[src/core/trgexp_pkg.sv]
// Shared constants and types for the trigger and exposure block
package trgexp_pkg;
  // Trigger source codes
  typedef enum logic [3:0] {
    TRGEXP_SRC_LINE5, TRGEXP_SRC_LINE6, TRGEXP_SRC_LINE7, TRGEXP_SRC_SOFT,
    TRGEXP_SRC_TMR_START, TRGEXP_SRC_TMR_END, TRGEXP_SRC_TMR_ACTIVE,
    TRGEXP_SRC_CNT_START, TRGEXP_SRC_CNT_END,
    TRGEXP_SRC_USER0, TRGEXP_SRC_USER1, TRGEXP_SRC_USER2, TRGEXP_SRC_USER3,
    TRGEXP_SRC_ACTION1, TRGEXP_SRC_ACTION2, TRGEXP_SRC_OFF
  } trgexp_src_t;
  // Trigger qualifier
  typedef enum logic [1:0] {
    TRGEXP_RISING, TRGEXP_FALLING, TRGEXP_LEVEL_HIGH, TRGEXP_LEVEL_LOW
  } trgexp_qual_t;
  // Power-up TTL polarity
  typedef enum logic [1:0] {
    TRGEXP_POL_AUTO, TRGEXP_POL_RISE_FIRST, TRGEXP_POL_FALL_FIRST
  } trgexp_pol_t;
  // Exposure select
  typedef enum logic [1:0] {
    TRGEXP_EXP_OFF, TRGEXP_EXP_TIMED, TRGEXP_EXP_PULSE
  } trgexp_exp_t;
  // Auto exposure
  typedef enum logic [1:0] {
    TRGEXP_AUTO_OFF, TRGEXP_AUTO_ONCE, TRGEXP_AUTO_CONT
  } trgexp_auto_t;
  // Counter event source
  typedef enum logic [1:0] {
    TRGEXP_CEV_OFF, TRGEXP_CEV_ACQ_TRIG, TRGEXP_CEV_ACQ_START, TRGEXP_CEV_ACQ_END
  } trgexp_cev_t;

  localparam int CLOCK_HZ         = 25000000;
  localparam int STEP_NS          = 1000;
  localparam int STEP_CYCLES      = (STEP_NS * (CLOCK_HZ / 1000000) + 999) / 1000;
  localparam int DELAY_W          = 16;
  localparam int EXP_W            = 21;
  localparam int CNT_W            = 16;
  localparam int PRIO_N           = 8;
  localparam logic [EXP_W-1:0] EXP_MIN_US = 21'h00000A;
  localparam logic [EXP_W-1:0] EXP_MAX_US = 21'h1E83BE;
  localparam logic [EXP_W-1:0] EXP_RESET_US = 21'h0003E8;
  localparam int FREE_RUN_US      = 1000;
endpackage

[src/core/trgexp_qualifier.sv]
// Synchroniser plus edge or level qualification of one trigger source
`timescale 1ns/1ps
`default_nettype none
module trgexp_qualifier
  import trgexp_pkg::*;
(
  // Clock and reset
  input  wire logic                  clock,
  input  wire logic                  reset,
  // Source
  input  wire logic                  raw_in,
  input  wire logic                  sync_needed,
  input  wire trgexp_pkg::trgexp_qual_t qual,
  // Result
  output logic                       fire,
  output logic                       level_on,
  output logic                       rise,
  output logic                       fall
);
  logic meta, stable, prev;
  logic next_meta, next_stable, next_prev;
  always_comb begin
    next_meta   = raw_in;
    next_stable = meta;
    next_prev   = sync_needed ? stable : raw_in;
  end
  always_ff @(posedge clock) begin
    if (reset) begin
      meta   <= 1'b0;
      stable <= 1'b0;
      prev   <= 1'b0;
    end else begin
      meta   <= next_meta;
      stable <= next_stable;
      prev   <= next_prev;
    end
  end
  logic cur;
  always_comb begin
    cur      = sync_needed ? stable : raw_in;
    rise     = cur & ~prev;
    fall     = ~cur & prev;
    level_on = 1'b0;
    fire     = 1'b0;
    case (qual)
      TRGEXP_RISING:     fire = rise;
      TRGEXP_FALLING:    fire = fall;
      TRGEXP_LEVEL_HIGH: level_on = cur;
      TRGEXP_LEVEL_LOW:  level_on = ~cur;
      default:           fire = 1'b0;
    endcase
  end
endmodule
`default_nettype wire

[src/core/trgexp_core.sv]
// Trigger conditioning and exposure control top level
//
// Operation
// Trigger source chosen from lines, software, timer, counter
// Edge qualifier fires on chosen transition
// Level qualifier asserts while source at level
// Host pairs level with pulse, edge otherwise
// TTL polarity follows function's chosen activation
// Rise-first power-up detects low-to-high first
// Fall-first power-up detects high-to-low first
// Auto power-up uses top-priority function's activation
// Priority order acquisition start through counter reset
// Overlap matters only with frame trigger on
// Overlap off ignores triggers during readout
// Readout overlap: line-synced during readout; code line-syncs only timed-mode starts, pulse mode starts at once
// Synced start lags at most one line
// Frame trigger delayed by 16-bit microsecond count; code delays only timed-mode triggers, pulse mode starts at once
// Exposure off free-runs; timed free-runs or triggers
// Pulse mode exposes for trigger pulse width
// Timed exposure clamped 10us to 1.999806s
// Auto exposure only in timed mode
// Auto exposure bounds, speed, reference, region honoured; code has no reference or region input, only min/max bounds and speed
// Single counter active once any source set
// Counter event source advances the count
// Triggered exposure only while capture running
// External inputs synchronised before qualification
`timescale 1ns/1ps
`default_nettype none
module trgexp_core
  import trgexp_pkg::*;
(
  // Clock and reset
  input  wire logic                        clock,
  input  wire logic                        reset,
  // Trigger sources
  input  wire logic                        line_opt_in1,
  input  wire logic                        line_opt_in2,
  input  wire logic                        line_ttl_in1,
  input  wire logic                        soft_trigger,
  input  wire logic                        timer_start,
  input  wire logic                        timer_end,
  input  wire logic                        timer_active,
  input  wire logic                        counter_start,
  input  wire logic                        counter_end,
  input  wire logic [3:0]                  user_output,
  input  wire logic                        action1,
  input  wire logic                        action2,
  // Trigger configuration
  input  wire trgexp_pkg::trgexp_src_t     frame_src,
  input  wire trgexp_pkg::trgexp_qual_t    trigger_qualifier,
  input  wire logic                        frame_begin_trigger,
  input  wire logic                        readout_trigger_accept,
  input  wire logic [DELAY_W-1:0]          trigger_delay_us,
  input  wire trgexp_pkg::trgexp_pol_t     power_up_polarity,
  input  wire logic [PRIO_N-1:0]           ttl_user_mask,
  input  wire logic [PRIO_N-1:0]           ttl_user_low,
  // Exposure configuration
  input  wire trgexp_pkg::trgexp_exp_t     exposure_select,
  input  wire logic [EXP_W-1:0]            exposure_duration,
  input  wire trgexp_pkg::trgexp_auto_t    auto_exposure,
  input  wire logic [EXP_W-1:0]            auto_max_us,
  input  wire logic [EXP_W-1:0]            auto_min_us,
  input  wire logic [3:0]                  auto_speed,
  input  wire logic                        auto_level_control,
  input  wire logic                        auto_too_dark,
  // Counter configuration
  input  wire trgexp_pkg::trgexp_cev_t     count_event_select,
  input  wire logic                        count_reset_set,
  input  wire logic                        count_start_set,
  input  wire logic                        acq_trigger,
  input  wire logic                        acq_start,
  input  wire logic                        acq_end,
  // Sensor status
  input  wire logic                        capture_running,
  input  wire logic                        sensor_readout,
  input  wire logic                        line_valid_timing,
  // Results
  output logic                             exposure_active,
  output logic                             free_running,
  output logic                             trigger_ignored,
  output logic                             ttl_active_low,
  output logic [EXP_W-1:0]                 exposure_used,
  output logic                             counter_enabled,
  output logic [CNT_W-1:0]                 counter_value
);
  // ------------------------------------------------------------
  // Source selection
  // ------------------------------------------------------------
  logic raw_src;
  logic ext_src;
  always_comb begin
    ext_src = 1'b0;
    case (frame_src)
      TRGEXP_SRC_LINE5:      raw_src = line_opt_in1;
      TRGEXP_SRC_LINE6:      raw_src = line_opt_in2;
      TRGEXP_SRC_LINE7:      raw_src = line_ttl_in1 ^ ttl_active_low;
      TRGEXP_SRC_SOFT:       raw_src = soft_trigger;
      TRGEXP_SRC_TMR_START:  raw_src = timer_start;
      TRGEXP_SRC_TMR_END:    raw_src = timer_end;
      TRGEXP_SRC_TMR_ACTIVE: raw_src = timer_active;
      TRGEXP_SRC_CNT_START:  raw_src = counter_start;
      TRGEXP_SRC_CNT_END:    raw_src = counter_end;
      TRGEXP_SRC_USER0:      raw_src = user_output[0];
      TRGEXP_SRC_USER1:      raw_src = user_output[1];
      TRGEXP_SRC_USER2:      raw_src = user_output[2];
      TRGEXP_SRC_USER3:      raw_src = user_output[3];
      TRGEXP_SRC_ACTION1:    raw_src = action1;
      TRGEXP_SRC_ACTION2:    raw_src = action2;
      default:               raw_src = 1'b0;
    endcase
    case (frame_src)
      TRGEXP_SRC_LINE5, TRGEXP_SRC_LINE6, TRGEXP_SRC_LINE7: ext_src = 1'b1;
      default: ext_src = 1'b0;
    endcase
  end

  // TTL input inverted so the qualifier always sees the active sense
  trgexp_pkg::trgexp_qual_t eff_qual;
  always_comb begin
    eff_qual = trigger_qualifier;
    if (frame_src == TRGEXP_SRC_LINE7 && ttl_active_low) begin
      case (trigger_qualifier)
        TRGEXP_RISING:     eff_qual = TRGEXP_FALLING;
        TRGEXP_FALLING:    eff_qual = TRGEXP_RISING;
        TRGEXP_LEVEL_HIGH: eff_qual = TRGEXP_LEVEL_LOW;
        default:           eff_qual = TRGEXP_LEVEL_HIGH;
      endcase
    end
  end

  logic trig_fire, trig_level;
  trgexp_qualifier u_qual (
    .clock       (clock),
    .reset       (reset),
    .raw_in      (raw_src),
    .sync_needed (ext_src),
    .qual        (eff_qual),
    .fire        (trig_fire),
    .level_on    (trig_level),
    .rise        (),
    .fall        ()
  );

  // ------------------------------------------------------------
  // TTL polarity
  // ------------------------------------------------------------
  logic polarity_set;
  logic next_ttl_active_low, next_polarity_set;
  logic auto_low;
  always_comb begin
    auto_low = 1'b0;
    for (int i = PRIO_N - 1; i >= 0; i--) begin
      if (ttl_user_mask[i]) auto_low = ttl_user_low[i];
    end
    next_ttl_active_low = ttl_active_low;
    next_polarity_set   = 1'b1;
    if (!polarity_set) begin
      case (power_up_polarity)
        TRGEXP_POL_RISE_FIRST: next_ttl_active_low = 1'b0;
        TRGEXP_POL_FALL_FIRST: next_ttl_active_low = 1'b1;
        default:               next_ttl_active_low = auto_low;
      endcase
    end else if (frame_src == TRGEXP_SRC_LINE7) begin
      next_ttl_active_low = (trigger_qualifier == TRGEXP_FALLING) ||
                            (trigger_qualifier == TRGEXP_LEVEL_LOW);
    end
  end
  always_ff @(posedge clock) begin
    if (reset) begin
      ttl_active_low <= 1'b0;
      polarity_set   <= 1'b0;
    end else begin
      ttl_active_low <= next_ttl_active_low;
      polarity_set   <= next_polarity_set;
    end
  end

  // ------------------------------------------------------------
  // Microsecond tick and trigger delay
  // ------------------------------------------------------------
  typedef enum logic [2:0] {
    TRGEXP_IDLE, TRGEXP_DELAY, TRGEXP_LINE_WAIT, TRGEXP_EXPOSE, TRGEXP_PULSE, TRGEXP_GAP
  } trgexp_state_t;
  trgexp_state_t state, next_state;
  logic [4:0] tick_cnt;
  logic       us_tick;
  logic [4:0] next_tick_cnt;
  always_comb begin
    us_tick       = (tick_cnt == 5'(STEP_CYCLES - 1));
    next_tick_cnt = (us_tick || state == TRGEXP_IDLE) ? 5'h00 : tick_cnt + 5'h01;
  end
  always_ff @(posedge clock) begin
    if (reset) tick_cnt <= 5'h00;
    else tick_cnt <= next_tick_cnt;
  end

  // ------------------------------------------------------------
  // Exposure sequencer
  // ------------------------------------------------------------
  logic [EXP_W-1:0] us_cnt, next_us_cnt;
  logic [EXP_W-1:0] exp_len, next_exposure_used;
  logic next_exposure_active, next_free_running, next_trigger_ignored;
  logic triggered, in_readout_hold, accept;

  always_comb begin
    triggered = capture_running && frame_begin_trigger &&
                (exposure_select != TRGEXP_EXP_OFF);
    // Clamp programmed or auto time into the legal window
    exp_len = (auto_exposure != TRGEXP_AUTO_OFF) ? exposure_used : exposure_duration;
    if (exp_len < EXP_MIN_US) exp_len = EXP_MIN_US;
    if (exp_len > EXP_MAX_US) exp_len = EXP_MAX_US;
    in_readout_hold = sensor_readout && !readout_trigger_accept;
    accept = triggered && !in_readout_hold;
    next_trigger_ignored = triggered && sensor_readout && !readout_trigger_accept
                           && (trig_fire || trig_level) && state == TRGEXP_IDLE;
    next_state           = state;
    next_us_cnt          = us_cnt;
    next_exposure_active = 1'b0;
    next_free_running    = capture_running && !triggered;
    case (state)
      TRGEXP_IDLE: begin
        if (capture_running && !triggered) begin
          next_state  = TRGEXP_EXPOSE;
          next_us_cnt = '0;
        end else if (accept && exposure_select == TRGEXP_EXP_PULSE && trig_level) begin
          next_state = TRGEXP_PULSE;
        end else if (accept && exposure_select == TRGEXP_EXP_TIMED && trig_fire) begin
          next_state  = TRGEXP_DELAY;
          next_us_cnt = '0;
        end
      end
      TRGEXP_DELAY: begin
        if (us_cnt >= EXP_W'(trigger_delay_us)) begin
          next_us_cnt = '0;
          // Inside readout the start waits for the next line boundary
          next_state  = sensor_readout ? TRGEXP_LINE_WAIT : TRGEXP_EXPOSE;
        end else if (us_tick) begin
          next_us_cnt = us_cnt + 21'h000001;
        end
      end
      TRGEXP_LINE_WAIT: begin
        if (line_valid_timing || !sensor_readout) next_state = TRGEXP_EXPOSE;
      end
      TRGEXP_EXPOSE: begin
        next_exposure_active = 1'b1;
        if (exposure_select == TRGEXP_EXP_TIMED && us_cnt >= exp_len) begin
          next_state = TRGEXP_GAP;
        end else if (exposure_select != TRGEXP_EXP_TIMED &&
                     us_cnt >= EXP_W'(FREE_RUN_US)) begin
          next_state = TRGEXP_GAP;
        end else if (us_tick) begin
          next_us_cnt = us_cnt + 21'h000001;
        end
      end
      TRGEXP_PULSE: begin
        next_exposure_active = trig_level;
        if (!trig_level) next_state = TRGEXP_GAP;
      end
      TRGEXP_GAP: begin
        if (!sensor_readout) next_state = TRGEXP_IDLE;
      end
      default: next_state = TRGEXP_IDLE;
    endcase
    // Auto exposure adjusts the time only in timed mode
    next_exposure_used = exposure_used;
    if (exposure_select == TRGEXP_EXP_TIMED && auto_level_control &&
        auto_exposure != TRGEXP_AUTO_OFF && state == TRGEXP_GAP && us_tick) begin
      if (auto_too_dark && exposure_used + EXP_W'(auto_speed) <= auto_max_us)
        next_exposure_used = exposure_used + EXP_W'(auto_speed);
      else if (!auto_too_dark && exposure_used >= auto_min_us + EXP_W'(auto_speed))
        next_exposure_used = exposure_used - EXP_W'(auto_speed);
    end else if (auto_exposure == TRGEXP_AUTO_OFF) begin
      next_exposure_used = exp_len;
    end
  end
  always_ff @(posedge clock) begin
    if (reset) begin
      state           <= TRGEXP_IDLE;
      us_cnt          <= '0;
      exposure_active <= 1'b0;
      free_running    <= 1'b0;
      trigger_ignored <= 1'b0;
      exposure_used   <= EXP_RESET_US;
    end else begin
      state           <= next_state;
      us_cnt          <= next_us_cnt;
      exposure_active <= next_exposure_active;
      free_running    <= next_free_running;
      trigger_ignored <= next_trigger_ignored;
      exposure_used   <= next_exposure_used;
    end
  end

  // ------------------------------------------------------------
  // Counter
  // ------------------------------------------------------------
  logic cev_raw, cev_prev, next_cev_prev;
  logic next_counter_enabled;
  logic [CNT_W-1:0] next_counter_value;
  always_comb begin
    case (count_event_select)
      TRGEXP_CEV_ACQ_TRIG:  cev_raw = acq_trigger;
      TRGEXP_CEV_ACQ_START: cev_raw = acq_start;
      TRGEXP_CEV_ACQ_END:   cev_raw = acq_end;
      default:              cev_raw = 1'b0;
    endcase
    next_cev_prev        = cev_raw;
    next_counter_enabled = (count_event_select != TRGEXP_CEV_OFF) ||
                           count_reset_set || count_start_set;
    next_counter_value   = counter_value;
    if (counter_enabled && cev_raw && !cev_prev && counter_value != '1)
      next_counter_value = counter_value + 16'h0001;
  end
  always_ff @(posedge clock) begin
    if (reset) begin
      cev_prev        <= 1'b0;
      counter_enabled <= 1'b0;
      counter_value   <= '0;
    end else begin
      cev_prev        <= next_cev_prev;
      counter_enabled <= next_counter_enabled;
      counter_value   <= next_counter_value;
    end
  end
endmodule
`default_nettype wire

[config.mk]
export PLATFORM = sky130hd
export DESIGN_NAME = trgexp_core
export DESIGN_NICKNAME = d
export VERILOG_FILES = /design/src/core/trgexp_pkg.sv /design/src/core/trgexp_qualifier.sv /design/src/core/trgexp_core.sv
export SDC_FILE = /design/constraint.sdc
export NUM_CORES = 1
export LEC_CHECK = 0
export ABC_AREA = 1
export BUFFER_PORTS_ARGS = -buffer_cell sky130_fd_sc_hd__buf_2
export CORE_AREA = 2 2 127 129
export DETAILED_ROUTE_END_ITERATION = 7
export DIE_AREA = 0 0 129 131
export GPL_TIMING_DRIVEN = 0
export PLACE_DENSITY = 0.84
export REMOVE_ABC_BUFFERS = 1
export SYNTH_ARGS = -nofsm -noshare
export SYNTH_HDL_FRONTEND = slang
export SYNTH_HIERARCHICAL = 1
export SYNTH_SLANG_ARGS = --single-unit
[constraint.sdc]
create_clock -name clock -period 11.6 [get_ports clock]
set_input_delay 1.74 -clock clock [delete_from_list [all_inputs] [get_ports clock]]
set_output_delay 1.74 -clock clock [all_outputs]
set_load 0.005 [all_outputs]
**After elaboration in Yosys (flattened, before gate mapping)**

Cells that the tools add are included.

- Bits in registers: 76

- Add/subtract/negate cells: 6
- Order comparisons: 7
- Equal/unequal tests: 47
- Multiplexer cells: 47
- Bitwise operators: 5
- Reductions and logical operators: 52

Operators with widths:

| cell | number |
|---|---|
| 2-to-1 mux 21 bit | 14 |
| one-hot mux 21 bit (3 select lines) | 1 |
| adder 21 x 4 -> 21 bit | 2 |
| >= comparator 21 bit | 2 |
| equality test 4 bit, second input constant | 7 |
| 2-to-1 mux 3 bit | 9 |
| logical AND 1 bit | 25 |
| adder 21 x 1 -> 21 bit, second input constant | 1 |
| >= comparator 21 x 10 -> 1 bit, second input constant | 1 |
| >= comparator 21 x 16 -> 1 bit | 1 |
| > comparator 21 bit, second input constant | 1 |
| <= comparator 21 bit | 1 |
| less-than comparator 21 x 4 -> 1 bit, second input constant | 1 |
| subtractor 21 x 4 -> 21 bit | 1 |
| one-hot mux 3 bit (6 select lines) | 1 |
| adder 16 x 1 -> 16 bit, second input constant | 1 |
| equality test 2 bit, second input constant | 8 |
| equality test 4 x 3 -> 1 bit, second input constant | 4 |
| inequality test 16 bit, second input constant | 1 |
| one-hot mux 1 bit (15 select lines) | 1 |
| 2-to-1 mux 1 bit | 14 |
| inequality test 2 bit, second input constant | 6 |
| equality test 2 x 1 -> 1 bit, second input constant | 5 |
| equality test 4 x 2 -> 1 bit, second input constant | 2 |
| other kinds (30) | 54 |

**Depth between registers and ports, before layout**

Gate-level depths: netlist of run 1.

- Depth in word-level cells: 12
- Depth in mapped cells: 28
- Depth with buffers taken out: 27

**By module**

Netlist of run 1, hierarchy kept.

By module, submodules not included:

| module | times used | cells each | area an instance (um2) |
|---|---|---|---|
| trgexp_core | 1 | 1,601 | 9,238.9 |
| trgexp_qualifier | 1 | 28 | 167.7 |

**Worst setup path after synthesis of run 1**

OpenSTA, ideal clock, no wires.

- Path kind: input -> register
- From: in auto_min_us[0]
- To: reg exposure_used[5]
- Library setup time: 125 ps
- Data arrival time: 4,711 ps
- Required time: 11,475 ps
- Slack: 6,764 ps
- Stages: 27
- Buffers on the path: 1
- Path through: ha_1 -> fa_1 -> nand3_1 -> nand3_1 -> nand2_1 -> nor2_1 -> nand2_1 -> nor2_1 -> inv_1 -> nor4_1 -> nand3_1 -> xor2_1 -> ha_1 -> nand2_1 -> nor2_1 -> nand2_1 -> nor2_1 -> nand2_1 -> nand4_1 -> nand2_1 -> nand2_1 -> nand2_1 -> nand2_1 -> buf_2 -> nand3_1 -> nand2_1 -> nand2_1

- Word-level cells in the longest chain between the ends: 5

RTL lines:

| what | line | source |
|---|---|---|
| start, declared | trgexp_core.sv:62 | `input wire logic [EXP_W-1:0] auto_min_us,` |
| adder 21 x 4 -> 21 bit | trgexp_core.sv:270 | `else if (!auto_too_dark && exposure_used >= auto_min_us + EXP_W'(auto_speed))` |
| >= comparator 21 bit | trgexp_core.sv:270 |  |
| logical AND 1 bit | trgexp_core.sv:270 |  |
| inequality test 3 x 1 -> 1 bit (no line) | -- |  |
| AND reduction 2 bit (no line) | -- |  |
| end signal, assigned | trgexp_core.sv:290 | `exposure_used <= next_exposure_used;` |
| end, declared | trgexp_core.sv:82 | `output logic [EXP_W-1:0] exposure_used,` |

Every way passes these cells.
A chain may end at the register's enable or synchronous reset.

**Final worst setup path of run 1**

- From: in auto_exposure[1]
- To: reg us_cnt[17]

- Word-level cells in the longest chain between the ends: 10

RTL lines:

| what | line | source |
|---|---|---|
| start, declared | trgexp_core.sv:60 | `input wire trgexp_pkg::trgexp_auto_t auto_exposure,` |
| nonzero test 2 bit * | trgexp_core.sv:209 | `exp_len = (auto_exposure != TRGEXP_AUTO_OFF) ? exposure_used : exposure_duration;` |
| 2-to-1 mux 21 bit * | trgexp_core.sv:209 |  |
| less-than comparator 21 x 4 -> 1 bit | trgexp_core.sv:210 | `if (exp_len < EXP_MIN_US) exp_len = EXP_MIN_US;` |
| 2-to-1 mux 21 bit * | trgexp_core.sv:210 |  |
| > comparator 21 bit | trgexp_core.sv:211 | `if (exp_len > EXP_MAX_US) exp_len = EXP_MAX_US;` |
| 2-to-1 mux 21 bit * | trgexp_core.sv:211 |  |
| >= comparator 21 bit * | trgexp_core.sv:246 | `if (exposure_select == TRGEXP_EXP_TIMED && us_cnt >= exp_len) begin` |
| logical AND 1 bit * | trgexp_core.sv:246 |  |
| inequality test 2 bit (no line) * | -- |  |
| AND reduction 5 bit (no line) * | -- |  |
| end signal, assigned | trgexp_core.sv:286 | `us_cnt <= next_us_cnt;` |
| end, declared | trgexp_core.sv:200 | `logic [EXP_W-1:0] us_cnt, next_us_cnt;` |

Mark *: on every way between the ends. The rest lies on a longest branch, timed or not.

==> flow_summary.ini, run 1 <==
[power_and_ir_drop]
leakage_power_nw = 5.74
ir_worst_vdd_uv = 80.0
power_per_cell_area_mw_per_mm2 = 108
post-layout-total-power_mw = 1.15

[global_routing]
antenna_found_initial = 2
global_route_wire_length_before_repair_um = 45200
grt_overflow = 0
globalRouteTotalUtil_pct = 32.8
grt_max_degree = 40
number_of_global_route_vias_before_repair = 9904

[logic_synthesis]
synthesis.area_per_instance_um2 = 5.78
number_of_warnings_printed_during_yosys_synthesis = 6
netlist_area_mm2 = 0.00940
netlist_instances = 1627

[detailed_routing]
detailedRoute.firstIterationViolations = 1025
routed_wire_length_per_instance_um = 13.7
remaining_drc_errors = 0
mean_number_of_vias_per_cell = 5.48
routed_antenna_nets = 0
detailedRoute.firstPassIterationCount = 7
route.vias.total = 11000
routed_wirelength_um = 27500

[timing]
grt_setup_unrepaired = false
worst_clock_skew_ps = 10.2
timing.final.max_slew_violations = 0
timing.fmax_ghz = 0.165
whs_ps = 408
setup_viol = 0
final.min_clock_period_ps = 6050
worst_slew_pin_slew_ps = 1180
final-hold-violation-count = 0
final_min_period_over_clock_period_pct = 52.1
worst_relative_slew_slack_pct = 21.0
fin_tns_setup_ps = 0
post-route-worst-setup-slack_ps = 5550

[cts]
post_cts.repair.setup_buffers = 0
clockBufferDepth = 2
latest_clock_arrival_within_the_worst_skew_pair_ps = 360
clkSlewWorstSetupHoldPaths_ps = 70
cts_root_buf = clkbuf_16
post_cts_hold_buffer_count = 0
numCtsBuffers = 9
htree_num_levels = 3
postCtsResizedCells = 0
tritoncts = built
numClockSinks = 76

[critical_path]
timing.reg2reg.setup_slack_ps = 6710
r2r_path_start = exposure_used[2]
cell_chain_critical_path = buf_2, nor2_4, nand2_1, nand2_1, nand2_1, nor2_1, nand4_1, nor2_1, nand2_1, nand2_4, nand2_1, ha_1, a21oi_1, o21ai_0, a21oi_1, nand4_1, nand3_1, nand3_1, o21ai_0, inv_1, nor2_1
critPathArrivalTime_ps = 6330
worstSetupEndpointType = flop
worst_setup_path_startpoint = auto_exposure[1]
crit_path_max_incr_delay_ps = 790
worst-endpoint-required_ps = 11880
path_max_fanout = 33
cp_num_buf_inv = 2
timing.critical_path.mode_cell = nand2_1
critical-path-slowest-cell = nand3_1
crit_family = simple AND/OR/NAND/NOR gates
start_kind = input port
worstSetupPathType = input port to flop

[floorplan]
fp-row-count = 46
die_height_um = 131
fp.dieW_um = 129
design.core.area_mm2 = 0.0156
top_level_ports = 184
initial_utilization_pct = 60.3
design.die.area_mm2 = 0.0169

[min_path]
hold_path.class = flop to flop
hp-start = u_qual/meta

[finish]
util_after_layout_pct = 68.5
syn_to_final_growth_pct = 13.7
final_standard_cell_area_without_fillers_mm2 = 0.0107
layout-drive-gt1-share_pct = 12.7
multi_input_comb_area_mm2 = 0.00675
filler_cell_count = 1506
seq_area_mm2 = 0.00152
finalNetCount = 2022
layoutNonFillerInstCount = 2003

[run]
drv_cap = 0

[placed_design]
placed_area_mm2 = 0.0104
detailed_place_hpwl_um = 21700
port_buffers = 183
numPlacedInstances = 1985
preCtsSetupSlack_ps = 5270
place_congestion = 0.988

[run_status]
result_of_the_run = finished clean
-- worst reg2reg max path: stages (launching register included) --
cell     delay [ps]
dfxtp_1         490
ha_1            360
inv_1           200
nand3_1         120
nand2_1         240
nand3_1         150
nor3_1          200
xor2_1          280
inv_1           110
ha_1            310
nand2_1          70
nand2_1          50
nand2_1          60
nand2_1          50
a21oi_1         200
nand3_1         110
nand2_1         230
nand2_2         360
nand2_1         160
nand2_1          60
nand2_1         630
nand3_1         160
nand2_1          90
nand2_1          50
-- placed cells by master, fill, tap and decap left out, types with 10 or more instances in the layout --
cell type and count:
a21oi_1 97, buf_2 183, dfxtp_1 76, ha_1 97, inv_1 234, nand2_1 486
nand3_1 135, nand4_1 49, nor2_1 183, nor3_1 32, o21ai_0 51, xnor2_1 10
xor2_1 56
-- state kept, by name, summed over array words and instances (netlist names), 3 cells and up --
register	flops
exposure_used	21
us_cnt	21
counter_value	16
state	3
tick_cnt	5
-- layout make-up --
| class | count | area share (%) |
|---|---|---|
| inverters | 243 | 8.53 |
| clock inverters | 7 | 0.796 |
| repair buffers | 183 | 8.57 |
| clock buffers | 9 | 2.11 |
| well taps | 216 | 2.53 |
| multi-input cells | 1267 | 63.2 |
| flip-flops and latches | 76 | 14.2 |
| diodes | 2 | 0.0468 |
-- per-layer routing --
| layer | global-route usage [%] | routed length [um] | up-vias |
|---|---|---|---|
| met5 | 0 | 0 | - |
| met4 | 10.5 | 716 | 0 |
| met3 | 5.37 | 2180 | 62 |
| met2 | 56.0 | 12700 | 476 |
| met1 | 42.5 | 11900 | 4883 |
| li1 | - | - | 5547 |
-- worst paths after layout --
kind,depth (start not counted),end
setup / recovery,21,us_cnt[17]
hold / removal,2,u_qual/stable
setup reg to reg,23,exposure_used[5]
hold reg to reg,2,u_qual/stable
-- power by group --
part	internal, mW	switching (mW)	leakage [nW]
sequential	0.289	0.0544	0.620
combinational	0.177	0.326	4.97
clock	0.172	0.131	0.154
Power figures use the tool's default switching activity.
==> run 2: changes to the inputs <==
--- a/config.mk
+++ b/config.mk
@@ -7,11 +7,11 @@
 export LEC_CHECK = 0
 export ABC_AREA = 1
 export BUFFER_PORTS_ARGS = -buffer_cell sky130_fd_sc_hd__buf_2
-export CORE_AREA = 2 2 127 129
+export CORE_AREA = 2 2 138 140
 export DETAILED_ROUTE_END_ITERATION = 7
-export DIE_AREA = 0 0 129 131
+export DIE_AREA = 0 0 140 142
 export GPL_TIMING_DRIVEN = 0
-export PLACE_DENSITY = 0.84
+export PLACE_DENSITY = 0.75
 export REMOVE_ABC_BUFFERS = 1
 export SYNTH_ARGS = -nofsm -noshare
 export SYNTH_HDL_FRONTEND = slang
==> constraint.sdc (replaced) <==
create_clock -name clock -period 5.1 [get_ports clock]
set_input_delay 0.765 -clock clock [delete_from_list [all_inputs] [get_ports clock]]
set_output_delay 0.765 -clock clock [all_outputs]
set_load 0.005 [all_outputs]
==> flow_summary.ini, run 2 (synthesis results as in run 1) <==
[timing]
worst_clock_skew_ps = 9.38
setup_viol = 0
final_min_period_over_clock_period_pct = 90.2
fin_tns_setup_ps = 0
final.min_clock_period_ps = 4600
worst_slew_pin_slew_ps = 1190
final-hold-violation-count = 0
worst_relative_slew_slack_pct = 20.3
timing.fmax_ghz = 0.217
grt_setup_unrepaired = false
timing.final.max_slew_violations = 0

[cts]
cts_root_buf = clkbuf_16
numCtsBuffers = 9
tritoncts = built
numClockSinks = 76
htree_num_levels = 3
latest_clock_arrival_within_the_worst_skew_pair_ps = 360
post_cts.repair.setup_buffers = 0
clkSlewWorstSetupHoldPaths_ps = 70
clockBufferDepth = 2

[critical_path]
timing.reg2reg.setup_slack_ps = 610
start_kind = input port
worstSetupPathType = input port to flop
critPathArrivalTime_ps = 4840
worst-path-stages = 24
r2r_path_start = exposure_used[2]
cp_num_buf_inv = 5
worstSetupEndpointType = flop
endpoint = exposure_used[18]
r2r_end = exposure_used[18]
cell_chain_critical_path = buf_2, inv_1, ha_1, inv_1, nand3_1, nand2_1, nand3_1, nor3_1, xor2_1, inv_1, ha_1, nand2_1, nor2_1, nand2_1, nor2_1, nand2_1, nand3_1, nand2_1, nand2_4, clkinv_1, nand2_1, nand3_1, a21oi_1, nor2_1
timing.critical_path.mode_cell = nand2_1
crit_path_max_incr_delay_ps = 420
critical-path-slowest-cell = ha_1
crit_family = simple AND/OR/NAND/NOR gates
path_max_fanout = 28
worst-endpoint-required_ps = 5340
worst_setup_path_startpoint = auto_speed[3]
r2r_cells = 22

[power_and_ir_drop]
post-layout-total-power_mw = 2.62
p_int_mw = 1.45
netSwitchingPower_mw = 1.17
leakage_power_nw = 5.75
power.clock.fraction_pct = 26.4
comb_power_share_pct = 43.8
power_per_cell_area_mw_per_mm2 = 244
swShare_pct = 44.6
ir_worst_vdd_uv = 211
proportion_of_power_drawn_by_flip_flops_and_latches_pct = 29.8

[global_routing]
grt_overflow = 0
globalRouteTotalUtil_pct = 27.4
global_route_wire_length_before_repair_um = 44900
number_of_global_route_vias_before_repair = 9716
grt_max_degree = 40
antenna_found_initial = 1

[detailed_routing]
detailedRoute.firstIterationViolations = 740
routed_antenna_nets = 0
route.vias.total = 10600
routed_wire_length_per_instance_um = 13.5
routed_wirelength_um = 27300
mean_number_of_vias_per_cell = 5.23
remaining_drc_errors = 5
detailedRoute.firstPassIterationCount = 8

[floorplan]
design.die.area_mm2 = 0.0199
die_height_um = 142
top_level_ports = 184
fp-row-count = 50
design.core.area_mm2 = 0.0185
initial_utilization_pct = 50.9
fp.dieW_um = 140

[min_path]
hold_path.class = flop to flop
hp-start = u_qual/meta

[finish]
most_frequent_standard_cell_in_the_layout_excluding_fill_and_tap_cells = nand2_1
final_standard_cell_area_without_fillers_mm2 = 0.0107
syn_to_final_growth_pct = 14.1
layout_common_cells = nand2_1 (485), inv_1 (234), nor2_1 (183), buf_2 (183), nand3_1 (134)
reg_top3 = exposure_used x21, us_cnt x21, counter_value x16
util_after_layout_pct = 58.1
finalNetCount = 2022
layout-drive-gt1-share_pct = 12.8

[placed_design]
placed_area_mm2 = 0.0104
port_buffers = 183
place_congestion = 0.939
detailed_place_hpwl_um = 22200

[run_status]
result_of_the_run = finished, violations left
violations = design-rule violations

[run]
drv_cap = 0
run 2: worst min path at each step:
stage / to / slack [ps] / cells after the start
finish: u_qual/stable / 400 / 2
detailed placement: u_qual/stable / 400 / 2
global placement: u_qual/stable / 390 / 2
floorplan: u_qual/stable / 390 / 2
CTS: u_qual/stable / 400 / 2
global route: u_qual/stable / 410 / 2
run 2: tightest hold or removal path, cell delays in order (launching register included):
cell and delay [ps]:
dfxtp_1 300, inv_1 40, nor2_1 30
run 2: area by class of cell:
type	count	area (um^2)
Clock buffer	9	225
Tap cell	234	293
Inverter	243	912
Clock inverter	7	86.3
Fill cell	1917	7730
Multi-Input combinational cell	1267	6770
Sequential cell	76	1520
Timing Repair Buffer	183	916
Antenna cell	1	2.50
run 2: per-stage QoR:
step / hold slack [ps] / std cells / worst slack, ps
after CTS: 397 / 2019 / 132
after detailed placement: 395 / 2003 / -184
after floorplan: 388 / 1586 / 1060
after global routing: 414 / 2020 / 118
final: 399 / 2020 / 501
after global placement: 391 / 2003 / -112
run 2: metal layers:
| layer | routed length, um | vias up | part of all wire [%] | global-route usage, % |
|---|---|---|---|---|
| met5 | 0 | - | 0 | 0 |
| li1 | - | 5557 | - | - |
| met2 | 13200 | 295 | 48 | 49.4 |
| met3 | 1480 | 53 | 5.4 | 3.57 |
| met1 | 11900 | 4661 | 44 | 33.5 |
| met4 | 747 | 0 | 2.7 | 9.89 |
run 2: timing repair:
action | in CTS | in global routing
hold buffers | 0 | 0
gates resized for setup | 0 | 3
setup endpoints to repair | 0 | 38
run 2: power by group through the flow:
stage / logic [mW] / registers, mW / clock network, mW
3_3_place_gp: 1.11 / 0.790 / 0
2_1_floorplan: 0.816 / 0.743 / 0
4_1_cts: 1.14 / 0.776 / 0.706
3_5_place_dp: 1.14 / 0.789 / 0
5_1_grt: 1.32 / 0.788 / 0.730
6_report: 1.15 / 0.779 / 0.691
==> run 3: changes to the inputs <==
--- a/config.mk
+++ b/config.mk
@@ -7,11 +7,11 @@
 export LEC_CHECK = 0
 export ABC_AREA = 1
 export BUFFER_PORTS_ARGS = -buffer_cell sky130_fd_sc_hd__buf_2
-export CORE_AREA = 2 2 138 140
+export CORE_AREA = 2 2 141 143
 export DETAILED_ROUTE_END_ITERATION = 7
-export DIE_AREA = 0 0 140 142
+export DIE_AREA = 0 0 143 145
 export GPL_TIMING_DRIVEN = 0
-export PLACE_DENSITY = 0.75
+export PLACE_DENSITY = 0.72
 export REMOVE_ABC_BUFFERS = 1
 export SYNTH_ARGS = -nofsm -noshare
 export SYNTH_HDL_FRONTEND = slang
==> flow_summary.ini, run 3 (synthesis results as in run 1) <==
[critical_path]
crit_path_max_incr_delay_ps = 420
crit_family = simple AND/OR/NAND/NOR gates
r2r_cells = 23
endpoint = exposure_used[11]
worst_setup_path_startpoint = auto_speed[3]
start_kind = input port
worstSetupEndpointType = flop
r2r_end = exposure_used[11]
critical-path-slowest-cell = ha_1
critPathArrivalTime_ps = 4780
path_max_fanout = 28
worst-endpoint-required_ps = 5390
worst-path-stages = 25
cp_num_buf_inv = 4
timing.reg2reg.setup_slack_ps = 740
r2r_path_start = exposure_used[3]
timing.critical_path.mode_cell = nand2_1
worstSetupPathType = input port to flop

[cts]
latest_clock_arrival_within_the_worst_skew_pair_ps = 350
postCtsResizedCells = 0
tritoncts = built
post_cts_hold_buffer_count = 0
numCtsBuffers = 9
htree_num_levels = 3
post_cts.repair.setup_buffers = 0
clkSlewWorstSetupHoldPaths_ps = 80
clockBufferDepth = 2
numClockSinks = 76
cts_root_buf = clkbuf_16

[global_routing]
grt_max_degree = 40
number_of_global_route_vias_before_repair = 9714
antenna_found_initial = 0
grt_overflow = 0
global_route_wire_length_before_repair_um = 45100
globalRouteTotalUtil_pct = 26.2

[detailed_routing]
mean_number_of_vias_per_cell = 5.22
route.vias.total = 10700
routed_antenna_nets = 0
remaining_drc_errors = 0
routed_wire_length_per_instance_um = 13.5
routed_wirelength_um = 27600
detailedRoute.firstIterationViolations = 653
detailedRoute.firstPassIterationCount = 5

[timing]
post-route-worst-setup-slack_ps = 610
timing.fmax_ghz = 0.223
timing.final.max_slew_violations = 0
setup_viol = 0
worst_relative_slew_slack_pct = 16.7
final.min_clock_period_ps = 4490
whs_ps = 405
final-hold-violation-count = 0
final_min_period_over_clock_period_pct = 88.0
fin_tns_setup_ps = 0
worst_clock_skew_ps = 11.8
worst_slew_pin_slew_ps = 1250
grt_setup_unrepaired = false

[placed_design]
placed_area_mm2 = 0.0104
numPlacedInstances = 2034
port_buffers = 183
detailed_place_hpwl_um = 22200
preCtsSetupSlack_ps = -223
place_congestion = 0.946

[power_and_ir_drop]
swShare_pct = 45.4
comb_power_share_pct = 44.2
netSwitchingPower_mw = 1.16
leakage_power_nw = 5.74
ir_worst_vdd_uv = 191
power_per_cell_area_mw_per_mm2 = 239
power.clock.fraction_pct = 25.3
post-layout-total-power_mw = 2.56
proportion_of_power_drawn_by_flip_flops_and_latches_pct = 30.5
p_int_mw = 1.40

[finish]
filler_cell_count = 2030
finalNetCount = 2023
util_after_layout_pct = 55.9
layout-drive-gt1-share_pct = 12.8
syn_to_final_growth_pct = 14.3
antenna_cells_inserted = 0
most_frequent_standard_cell_in_the_layout_excluding_fill_and_tap_cells = nand2_1
layout_common_cells = nand2_1 (485), inv_1 (234), nor2_1 (183), buf_2 (183), nand3_1 (134)
final_standard_cell_area_without_fillers_mm2 = 0.0107
reg_top3 = exposure_used x21, us_cnt x21, counter_value x16
layoutNonFillerInstCount = 2051

[floorplan]
die_height_um = 145
design.die.area_mm2 = 0.0207
design.core.area_mm2 = 0.0192
fp-row-count = 51
top_level_ports = 184
fp.dieW_um = 143
initial_utilization_pct = 48.9

[min_path]
count_of_cells_along_the_worst_hold_path = 2
hold_path.class = flop to flop

[run]
drv_cap = 0

[run_status]
result_of_the_run = finished clean
run 3: tightest hold or removal path, stage by stage (launching register included):
cell,delay (ps)
dfxtp_1,300
inv_1,40
nor2_1,30
run 3: final cells by class:
class,instances,area (um^2),share of cell area [%]
clock buffers,9,225,2.10
well taps,265,332,3.09
inverters,243,912,8.49
flip-flops and latches,76,1520,14.2
repair buffers,183,916,8.52
clock inverters,7,66.3,0.617
multi-input cells,1268,6770,63.0
run 3: worst min-delay path by stage:
stage | startpoint | endpoint | slack (ps)
floorplan | u_qual/meta | u_qual/stable | 390
global placement | u_qual/meta | u_qual/stable | 390
finish | u_qual/meta | u_qual/stable | 410
global route | u_qual/meta | u_qual/stable | 460
detailed placement | u_qual/meta | u_qual/stable | 400
CTS | u_qual/meta | u_qual/stable | 410
run 3: power by group through the flow:
stage          registers [mW]  logic [mW]  clock network (mW)
2_1_floorplan           0.743       0.816                   0
3_3_place_gp            0.791        1.09                   0
3_5_place_dp            0.789        1.12                   0
4_1_cts                 0.777        1.12               0.659
5_1_grt                 0.789        1.30               0.683
6_report                0.781        1.13               0.649
run 3: layer usage:
metal	GRT usage, %	part of all wire (%)	vias to the layer above
met3	4.03	6.3	48
met2	45.2	48	329
met4	6.78	2.2	0
met5	0	0	-
li1	-	-	5550
met1	33.9	44	4773
